## src/include/eac_pkg.sv

```systemverilog
package eac_pkg;

  // Bit numbering: the register is shown big-endian, so bit 0 is the msb.
  localparam int EAC_REG_W = 32;
  localparam int EAC_ENABLE_POS = 31;
  localparam int EAC_RID_LSB = 0;
  localparam int EAC_RID_W = 6;
  localparam int EAC_RID_IMPL_W = 4;
  localparam logic [31:0] EAC_RESET_VAL = 32'h0000_0000;
  localparam logic [31:0] EAC_WRITE_MASK = 32'h8000_003f;
  localparam logic [3:0] EAC_ACCESS_MODE = 4'h5;
  localparam logic [9:0] EAC_SPR_NUM = 10'h11a;

  typedef struct packed {
    logic valid;
    logic is_out;
    logic [31:0] phys_addr;
    logic [31:0] wdata;
  } eac_ext_req_s;

  typedef struct packed {
    logic valid;
    logic [9:0] spr;
    logic wr;
    logic supervisor;
    logic [31:0] wdata;
  } eac_spr_req_s;

  typedef struct packed {
    logic mtmsr;
    logic alters_pow_le;
    logic other_alter;
    logic sync_instr;
    logic exception;
    logic nonrecoverable;
    logic rfi;
  } eac_ctx_s;

  typedef enum logic [1:0] {
    EAC_CTX_OLD = 2'b00,
    EAC_CTX_WINDOW = 2'b01,
    EAC_CTX_NEW = 2'b10
  } eac_ctx_e;

endpackage : eac_pkg

```

## src/design/eac_ctrl.sv

```systemverilog
// Notes on behaviour
// - 32-bit register, enable bit 0, ID bits 26-31.
// - Enable gates external ops; clear raises storage fault.
// - Unsupported high ID bits never select devices.
// - External accesses use fixed access mode 0101.
// - Register access only at supervisor via special moves.
// - Pass address and out-data to selected device.
// - Recoverable exceptions act as context synchronization.
// - Sync before alteration keeps old context.
// - Sync after alteration gives new context.
// - Between syncs either context is acceptable.
// - Preceding instructions decoded before altering executes.
// - Altering instruction is sync point when none needed.
module eac_ctrl
  import eac_pkg::*;
(
  input wire logic core_clk_i,
  input wire logic nrst_i,
  input wire eac_spr_req_s spr_req_i,
  input wire eac_ext_req_s ext_req_i,
  input wire eac_ctx_s ctx_i,
  output logic [31:0] spr_rdata_o,
  output logic spr_priv_fault_o,
  output logic ext_valid_o,
  output logic ext_is_out_o,
  output logic [31:0] ext_addr_o,
  output logic [31:0] ext_wdata_o,
  output logic [EAC_RID_IMPL_W-1:0] ext_target_o,
  output logic [3:0] ext_mode_o,
  output logic dsi_o,
  output logic ctx_sync_o,
  output logic [1:0] ctx_state_o
);

  logic [31:0] access_reg;
  eac_ctx_e ctx_state;
  eac_ctx_e next_ctx_state;

  wire spr_hit = spr_req_i.valid && (spr_req_i.spr == EAC_SPR_NUM);
  wire spr_ok = spr_hit && spr_req_i.supervisor;
  wire spr_wr = spr_ok && spr_req_i.wr;
  wire enable = access_reg[EAC_ENABLE_POS];
  wire [EAC_RID_IMPL_W-1:0] target_resource_id =
    access_reg[EAC_RID_LSB +: EAC_RID_IMPL_W];
  wire go = ext_req_i.valid && enable;
  wire fault = ext_req_i.valid && !enable;
  // A nonrecoverable reset or machine check may lose state, so it is no sync point.
  wire recoverable_exc = ctx_i.exception && !ctx_i.nonrecoverable;
  // Recoverable exceptions, rfi and explicit syncs all close a context window.
  wire sync_evt = ctx_i.sync_instr || ctx_i.rfi || recoverable_exc;
  // A machine-state move serialises itself unless power or endian bits change.
  wire self_sync = ctx_i.mtmsr && !ctx_i.alters_pow_le;
  // Writing the access register is itself an alteration for later data accesses.
  wire alter = ctx_i.mtmsr || ctx_i.other_alter || spr_wr;
  wire open_window = alter && !self_sync;
  wire self_close = alter && self_sync;

  always_comb begin
    next_ctx_state = ctx_state;
    case (ctx_state)
      EAC_CTX_OLD: begin
        // Older instructions are already decoded, so an alteration that is not self-synchronising opens the window.
        if (open_window) begin
          next_ctx_state = EAC_CTX_WINDOW;
        end else if (self_close) begin
          next_ctx_state = EAC_CTX_NEW;
        end
      end
      EAC_CTX_WINDOW: begin
        // Either context is legal here; only a sync event settles on the new one.
        if (sync_evt) begin
          next_ctx_state = EAC_CTX_NEW;
        end
      end
      EAC_CTX_NEW: begin
        if (open_window) begin
          next_ctx_state = EAC_CTX_WINDOW;
        end else if (self_close) begin
          next_ctx_state = EAC_CTX_NEW;
        end else begin
          next_ctx_state = EAC_CTX_OLD;
        end
      end
      default: begin
        next_ctx_state = EAC_CTX_OLD;
      end
    endcase
  end

  // Only the enable and the identifier field are stored; the rest read back as zero.
  wire [31:0] next_access_reg = spr_req_i.wdata & EAC_WRITE_MASK;

  always_ff @(posedge core_clk_i or negedge nrst_i) begin
    if (!nrst_i) begin
      ctx_state <= EAC_CTX_OLD;
    end else begin
      ctx_state <= next_ctx_state;
    end
  end

  always_ff @(posedge core_clk_i or negedge nrst_i) begin
    if (!nrst_i) begin
      access_reg <= EAC_RESET_VAL;
    end else if (spr_wr) begin
      access_reg <= next_access_reg;
    end
  end

  // Idle address, word, mode and read-data outputs are forced to zero so the device never sees a stale address or word.
  wire spr_rd = spr_ok && !spr_req_i.wr;
  wire fwd_out = go && ext_req_i.is_out;
  wire [31:0] next_spr_rdata = spr_rd ? access_reg : 32'h0000_0000;
  wire next_priv_fault = spr_hit && !spr_req_i.supervisor;
  wire [31:0] next_ext_addr = go ? ext_req_i.phys_addr : 32'h0000_0000;
  wire [31:0] next_ext_wdata = fwd_out ? ext_req_i.wdata : 32'h0000_0000;
  wire [3:0] next_ext_mode = go ? EAC_ACCESS_MODE : 4'h0;
  // A self-synchronising move reports its own sync point, as a sync event does.
  wire next_ctx_sync = sync_evt || self_close;

  // Reads return the whole register; the write mask already zeroes reserved bits.
  always_ff @(posedge core_clk_i or negedge nrst_i) begin
    if (!nrst_i) begin
      spr_rdata_o <= 32'h0000_0000;
    end else begin
      spr_rdata_o <= next_spr_rdata;
    end
  end

  // A user-level access is refused and leaves the register untouched.
  always_ff @(posedge core_clk_i or negedge nrst_i) begin
    if (!nrst_i) begin
      spr_priv_fault_o <= 1'b0;
    end else begin
      spr_priv_fault_o <= next_priv_fault;
    end
  end

  always_ff @(posedge core_clk_i or negedge nrst_i) begin
    if (!nrst_i) begin
      ext_valid_o <= 1'b0;
    end else begin
      ext_valid_o <= go;
    end
  end

  always_ff @(posedge core_clk_i or negedge nrst_i) begin
    if (!nrst_i) begin
      ext_is_out_o <= 1'b0;
    end else begin
      ext_is_out_o <= fwd_out;
    end
  end

  always_ff @(posedge core_clk_i or negedge nrst_i) begin
    if (!nrst_i) begin
      ext_addr_o <= 32'h0000_0000;
    end else begin
      ext_addr_o <= next_ext_addr;
    end
  end

  // The word only means something to the device on an output instruction.
  always_ff @(posedge core_clk_i or negedge nrst_i) begin
    if (!nrst_i) begin
      ext_wdata_o <= 32'h0000_0000;
    end else begin
      ext_wdata_o <= next_ext_wdata;
    end
  end

  // The target follows the register at all times; only the valid pulse marks a request.
  always_ff @(posedge core_clk_i or negedge nrst_i) begin
    if (!nrst_i) begin
      ext_target_o <= '0;
    end else begin
      ext_target_o <= target_resource_id;
    end
  end

  // The access mode is fixed and ignores whatever the page attributes say.
  always_ff @(posedge core_clk_i or negedge nrst_i) begin
    if (!nrst_i) begin
      ext_mode_o <= 4'h0;
    end else begin
      ext_mode_o <= next_ext_mode;
    end
  end

  // A disabled request raises the storage fault instead of reaching the device.
  always_ff @(posedge core_clk_i or negedge nrst_i) begin
    if (!nrst_i) begin
      dsi_o <= 1'b0;
    end else begin
      dsi_o <= fault;
    end
  end

  always_ff @(posedge core_clk_i or negedge nrst_i) begin
    if (!nrst_i) begin
      ctx_sync_o <= 1'b0;
    end else begin
      ctx_sync_o <= next_ctx_sync;
    end
  end

  // The state is published as its binary code: zero old, one window, two new.
  always_ff @(posedge core_clk_i or negedge nrst_i) begin
    if (!nrst_i) begin
      ctx_state_o <= 2'h0;
    end else begin
      ctx_state_o <= next_ctx_state;
    end
  end

endmodule : eac_ctrl

```

## config.mk

```make
export PLATFORM = sky130hd
export DESIGN_NAME = eac_ctrl
export DESIGN_NICKNAME = d
export VERILOG_FILES = /design/src/include/eac_pkg.sv /design/src/design/eac_ctrl.sv
export SDC_FILE = /design/constraint.sdc
export NUM_CORES = 1
export LEC_CHECK = 0
export BUFFER_PORTS_ARGS = -buffer_cell sky130_fd_sc_hd__buf_2
export CAP_MARGIN = 25
export CORE_AREA = 2 2 89 91
export CTS_BUF_LIST = sky130_fd_sc_hd__clkbuf_8
export DETAILED_ROUTE_END_ITERATION = 16
export DIE_AREA = 0 0 91 93
export HOLD_SLACK_MARGIN = 0.15
export PLACE_DENSITY_LB_ADDON = 0.1
export REMOVE_ABC_BUFFERS = 1
export SYNTH_ARGS = -nofsm -noshare
export SYNTH_HDL_FRONTEND = slang
export SYNTH_SLANG_ARGS = --single-unit
```

## constraint.sdc

```tcl
create_clock -name core_clk_i -period 1.98 [get_ports core_clk_i]
set_clock_uncertainty 0.05 [all_clocks]
set_input_delay 0.396 -clock core_clk_i [delete_from_list [all_inputs] [get_ports core_clk_i]]
set_output_delay 0.396 -clock core_clk_i [all_outputs]
set_load 0.005 [all_outputs]
```

; After elaboration in Yosys (flattened, before gate mapping)
; Cells that the tools add are included.
[totals]
latch_bits = 0
romBits = 0
output_inout_bits = 111
wordCells = 52
mem_bits_rw = 0
n_memories = 0
in_bits = 120
reg_bits = 117
[classes]
n_shift = 0
bitwise = 0
magnitude_cmp = 0
n_mux = 10
eq_ne = 5
n_div = 0
add_sub_neg = 0
n_reduce_logical = 25
n_mul = 0
[ops]
columns = operator, n
row1 = 32-bit 2-to-1 mux, 3
row2 = 1-bit logical AND, 12
row3 = 10-bit by 9-bit equality test with 1-bit output (second input constant), 1
row4 = 2-bit 2-to-1 mux, 5
row5 = 1-bit logical NOT, 6
row6 = 2-bit case mux with 3 select lines, 1
row7 = 1-bit logical OR, 5
row8 = 3-bit 2-to-1 mux, 1
row9 = 3-bit != test (second input constant), 1
row10 = 2-bit by 1-bit equality test with 1-bit output (second input constant), 1
row11 = 2-bit equality test (second input constant), 1
row12 = 2-bit logical NOT, 1
row13 = 2-bit != test (second input constant), 1
row14 = 2-bit AND reduction, 1

; Logic depth before layout (Yosys ltp)
[depth]
word_depth = 9
depth_mapped = 3
ltp_nobuf = 3

; Least setup slack after synthesis
; Ideal clock, no wire load.
[synth_path]
kind = input -> register
start = in spr_req_i[43] (netlist name)
end = reg access_reg[31]
arrival_time_ns = 1.180
path_buffers = 0
setup_time_ns = 0.128
stages = 3
path_slack_ns = 0.622
required_time_ns = 1.802
path_cell_list = and4bb_1 -> nand4_4 -> mux2_1
[synth_between]
elab_chain_cells = 4
[synth_lines]
columns = item, line
row1 = from (decl), eac_ctrl.sv:19  ; input wire eac_spr_req_s spr_req_i,
row2 = 10-bit by 9-bit equality test with 1-bit output, eac_ctrl.sv:39  ; wire spr_hit = spr_req_i.valid && (spr_req_i.spr == EAC_SPR_NUM);
row3 = 1-bit logical AND, eac_ctrl.sv:39
row4 = 1-bit logical AND, eac_ctrl.sv:40  ; wire spr_ok = spr_hit && spr_req_i.supervisor;
row5 = 1-bit logical AND, eac_ctrl.sv:41  ; wire spr_wr = spr_ok && spr_req_i.wr;
row6 = to (signal assigned), eac_ctrl.sv:105  ; access_reg <= next_access_reg;
row7 = to (decl), eac_ctrl.sv:35  ; logic [31:0] access_reg;
; No other way between the ends.
; A chain may end at the register's enable or synchronous reset.

; Final worst setup path
[layout_path]
start = reg access_reg[31]
end = reg ext_wdata_o[5]
[layout_between]
elab_chain_cells = 3
[layout_lines]
columns = item, line
row1 = 1-bit logical AND, eac_ctrl.sv:45  ; wire go = ext_req_i.valid && enable;
row2 = 1-bit logical AND, eac_ctrl.sv:111  ; wire fwd_out = go && ext_req_i.is_out;
row3 = 32-bit 2-to-1 mux, eac_ctrl.sv:115  ; wire [31:0] next_ext_wdata = fwd_out ? ext_req_i.wdata : 32'h0000_0000;
row4 = net next_ext_wdata[5], eac_ctrl.sv:115
row5 = to (signal assigned), eac_ctrl.sv:167  ; ext_wdata_o <= next_ext_wdata;
row6 = to (decl), eac_ctrl.sv:27  ; output logic [31:0] ext_wdata_o,
; The timed path passes the listed nets, and every way through them passes these cells.

==> metrics.csv <==
stage;metric;value;unit
cells_and_area;diodes inserted;0;
logic_synthesis;adder-cell area share of the yosys netlist;0;
floorplan;CORE AREA;0.00753;mm²
worst_setup_path;dominant delay contributor by cell family on the critical path;simple AND/OR/NAND/NOR gates;
power_and_ir_drop;peak supply drop;0.000481;V
logic_synthesis;number of synthesized register bits;89;
worst_setup_path;maximum single-stage delay on the critical path;0.71;ns
clock_tree;number of buffers on the longest clock path;2;
global_route;initial antenna violation count;0;
worst_setup_path;R2R Path End;ext_wdata_o[5]$_DFF_PN0_;
logic_synthesis;cell count after synthesis;232;
global_route;overflow left after global routing;0;
floorplan;starting utilization of the core area;0.432;
cells_and_area;layout net count;534;
sta;Slew Limit Fails;0;
logic_synthesis;distinct cell type count after synthesis;28;
global_route;GR Util All Layers;0.163;
clock_tree;clock tree from TritonCTS;done;
worst_hold_path;class of the worst hold path;in2reg;
logic_synthesis;share of the synthesized area in compound gates (AO/OA/AOI/OAI);0.00962;
worst_setup_path;register-to-register path setup slack;0.57;ns
worst_setup_path;Slowest-stage cell, CP;and3_1;
cells_and_area;Layout area overhead;35.5;%
logic_synthesis;warning count from the yosys run;0;
logic_synthesis;area fraction in and, or, nand and nor cells after synthesis;0.201;
worst_setup_path;start of the worst register-to-register path;access_reg[31]$_DFFE_PN0P_;
cells_and_area;proportion of layout cells with a drive suffix above 1;0.501;
sta;Final Hold Vio Count;0;
floorplan;overall die area;0.00846;mm²
sta;clock period minus worst slack;1.41;ns
status;outcome;finished, final reports clean;
worst_setup_path;type of element capturing the critical path;flop;
clock_tree;number of clock buffers inserted by TritonCTS;9;
floorplan;die height;93;µm
worst_setup_path;largest fanout of any net on the critical path;33;
job;MaxCap Viol Count;0;
clock_tree;total number of H-tree levels;3;
cells_and_area;registers with the most flip-flops;ext_addr_o (32), ext_wdata_o (32);
sta;setup repair after global routing missed its margin;no;
sta;maximum achievable frequency;708;MHz
power_and_ir_drop;power density over the cells;781;mW/mm²
global_route;global-route wire length before repair;10700;µm
floorplan;number of top-level pins;231;
drt;sum of routed wire length over all layers;6830;µm
placement;count of input and output buffers;178;
sta;Max-Slew Margin vs Limit;0.428;
worst_setup_path;Worst Path Arrival;1.64;ns
floorplan;die span in x;91;µm
placement;placed wire-length estimate after detailed placement;4970;µm
worst_hold_path;cell count of the worst hold path;2;
logic_synthesis;combined area of all synthesized cells;0.00325;mm²
worst_setup_path;nature of the critical path startpoint;flop;
clock_tree;post-CTS setup buffer count;0;
worst_setup_path;cells on worst reg2reg path;2;
logic_synthesis;share of synthesized area occupied by flip-flops and latches;0.685;
logic_synthesis;area fraction of the dominant cell type after synthesis;0.685;
drt;Avg WL per Cell;13.1;µm
cells_and_area;filler instances;700;
power_and_ir_drop;leakage component of the power;2.74;nW
worst_setup_path;Data required, critical path;2.20;ns
logic_synthesis;synthesized area per cell;14.0;µm²
placement;placer's final routability congestion estimate;0.733;
logic_synthesis;dominant combinational cell family by area after synthesis;simple AND/OR/NAND/NOR gates;
drt;drt first pass iters;4;
clock_tree;insertion delay of the later-clocked pin in the worst-skew pair;0.34;ns
worst_setup_path;worst-path cell chain;and3_1, and2_1;
worst_hold_path;endpoint of the worst hold path;spr_priv_fault_o$_DFF_PN0_;
clock_tree;clock sinks;89;
drt;vias after detailed routing;2254;
global_route;via count of the first global-routing pass;2169;
logic_synthesis;cell taking the most area after synthesis;dfrtp_1;
worst_hold_path;hold wc startpoint;spr_req_i[32];
sta;Period Utilization, post-route;0.714;
drt;number of antenna-violating nets in the routed design;0;
sta;setup violators final;0;
clock_tree;Clock Root Buffer;clkbuf_8;
logic_synthesis;post-synthesis xor/xnor area fraction;0;
logic_synthesis;largest cells by area after synthesis;dfrtp_1 68%, and2_1 7.9%, buf_4 6.7%;
sta;final sum of negative setup slack;0;ns
sta;Least-Margin Pin Slew;0.858;ns
floorplan;row count;32;
worst_setup_path;Buf+Inv Stages, Crit Path;0;
logic_synthesis;proportion of synthesized area in mux cells;0.0242;
drt;DR vias/cell;4.33;
cells_and_area;final core utilization;0.585;
drt;Iteration-0 DRC Markers;52;
worst_setup_path;category of the critical setup timing path;reg2reg;
drt;DRC viols;0;
clock_tree;clock slew at reported path FFs;0.08;ns
global_route;largest net degree at the start of global routing;42;
[per-stage QoR]
step                      cells  worst slack (ns)  hold slack [ns]  total power [mW]  cell area, µm²
final                       521             0.567            0.185              3.44            4410
after CTS                   521             0.530            0.168              3.49            4410
after detailed placement    504             0.357            0.329              2.07            4160
after global routing        521             0.398            0.178              3.59            4410
after global placement      504             0.351            0.321              2.07            4160
after floorplan             220             0.467           0.0504              1.92            3100
[layer usage]
| metal | vias to the layer above | wire length [µm] | track usage |
|---|---|---|---|
| met1 | 1034 | 2830 | 0.207 |
| met4 | 0 | 216 | 0.0960 |
| met2 | 131 | 3280 | 0.262 |
| met5 | - | 0 | 0 |
| met3 | 17 | 510 | 0.0330 |
| li1 | 1072 | - | - |
[power by group]
group | internal [mW] | switching, mW
combinational | 0.0993 | 0.102
clock | 0.787 | 0.620
sequential | 1.83 | 0.00579
[layout make-up]
class / instances / area [µm²] / share of cell area
repair buffers: 183 / 946 / 0.215
inverters: 1 / 3.75 / 0.000852
clock inverters: 5 / 85.1 / 0.0193
flip-flops and latches: 89 / 2230 / 0.505
multi-input cells: 130 / 866 / 0.196
well taps: 102 / 128 / 0.0290
clock buffers: 11 / 151 / 0.0344
[logic make-up after synthesis]
kind of cell / after synthesis
simple gates: 92
flops: 89
buf+inv: 39
mux: 7
compound gates: 4
other cells: 1
[worst max path at each step]
stage | startpoint | end | slack (ns) | cells after the start
floorplan | access_reg[31]$_DFFE_PN0P_ | ext_wdata_o[0]$_DFF_PN0_ | 0.47 | 2
global placement | spr_req_i[39] | spr_rdata_o[0]$_DFF_PN0_ | 0.35 | 4
detailed placement | spr_req_i[39] | spr_rdata_o[1]$_DFF_PN0_ | 0.36 | 4
CTS | access_reg[31]$_DFFE_PN0P_ | ext_wdata_o[30]$_DFF_PN0_ | 0.53 | 2
global route | access_reg[31]$_DFFE_PN0P_ | ext_wdata_o[3]$_DFF_PN0_ | 0.40 | 2
finish | access_reg[31]$_DFFE_PN0P_ | ext_wdata_o[5]$_DFF_PN0_ | 0.57 | 2
[cells in the mapped netlist, drive strengths merged]
cell and n:
nand3 1, mux2 7, a21oi 1, nor4 2, nand4bb 2, inv 1
dfrtp 89, a311oi 1, buf 30, nor2 1, or3b 1, conb 1
nor2b 2, and2 41, nand2 1, a32oi 1, and3 33, nor3b 1
clkbuf 8, o2bb2ai 1, and4bb 2, nand2b 3, nand4 2
[repair_timing]
item,4_1_cts,5_1_grt
hold buffers,1,0
endpoints found under the hold margin,38,0
gates resized for setup,0,0
[layout by cell type (no fill, tap or decap)]
| cell type | count |
|---|---|
| buf_2 | 177 |
| dfrtp_1 | 89 |
| and2_1 | 41 |
| and3_1 | 33 |
| conb_1 | 27 |
| clkbuf_8 | 11 |
| mux2_2 | 6 |
| buf_4 | 4 |
| nand2b_1 | 3 |
| nor2b_1 | 2 |
| and4bb_1 | 2 |
| bufinv_16 | 2 |
| nand4bb_4 | 1 |
| nand4bb_2 | 1 |
| or3b_4 | 1 |
| nor4_4 | 1 |
| nor4_1 | 1 |
| nor2_1 | 1 |
| nand3_1 | 1 |
| nor3b_2 | 1 |
| nand4_1 | 1 |
| a311oi_1 | 1 |
| inv_1 | 1 |
| a32oi_1 | 1 |
| a21oi_1 | 1 |
| nand4_4 | 1 |
| nand2_1 | 1 |
| o2bb2ai_1 | 1 |
| mux2_1 | 1 |
| inv_6 | 1 |
| clkinv_4 | 1 |
| clkinvlp_4 | 1 |
| dlygate4sd3_1 | 1 |
| buf_12 | 1 |
(Power assumes the default switching activity.)
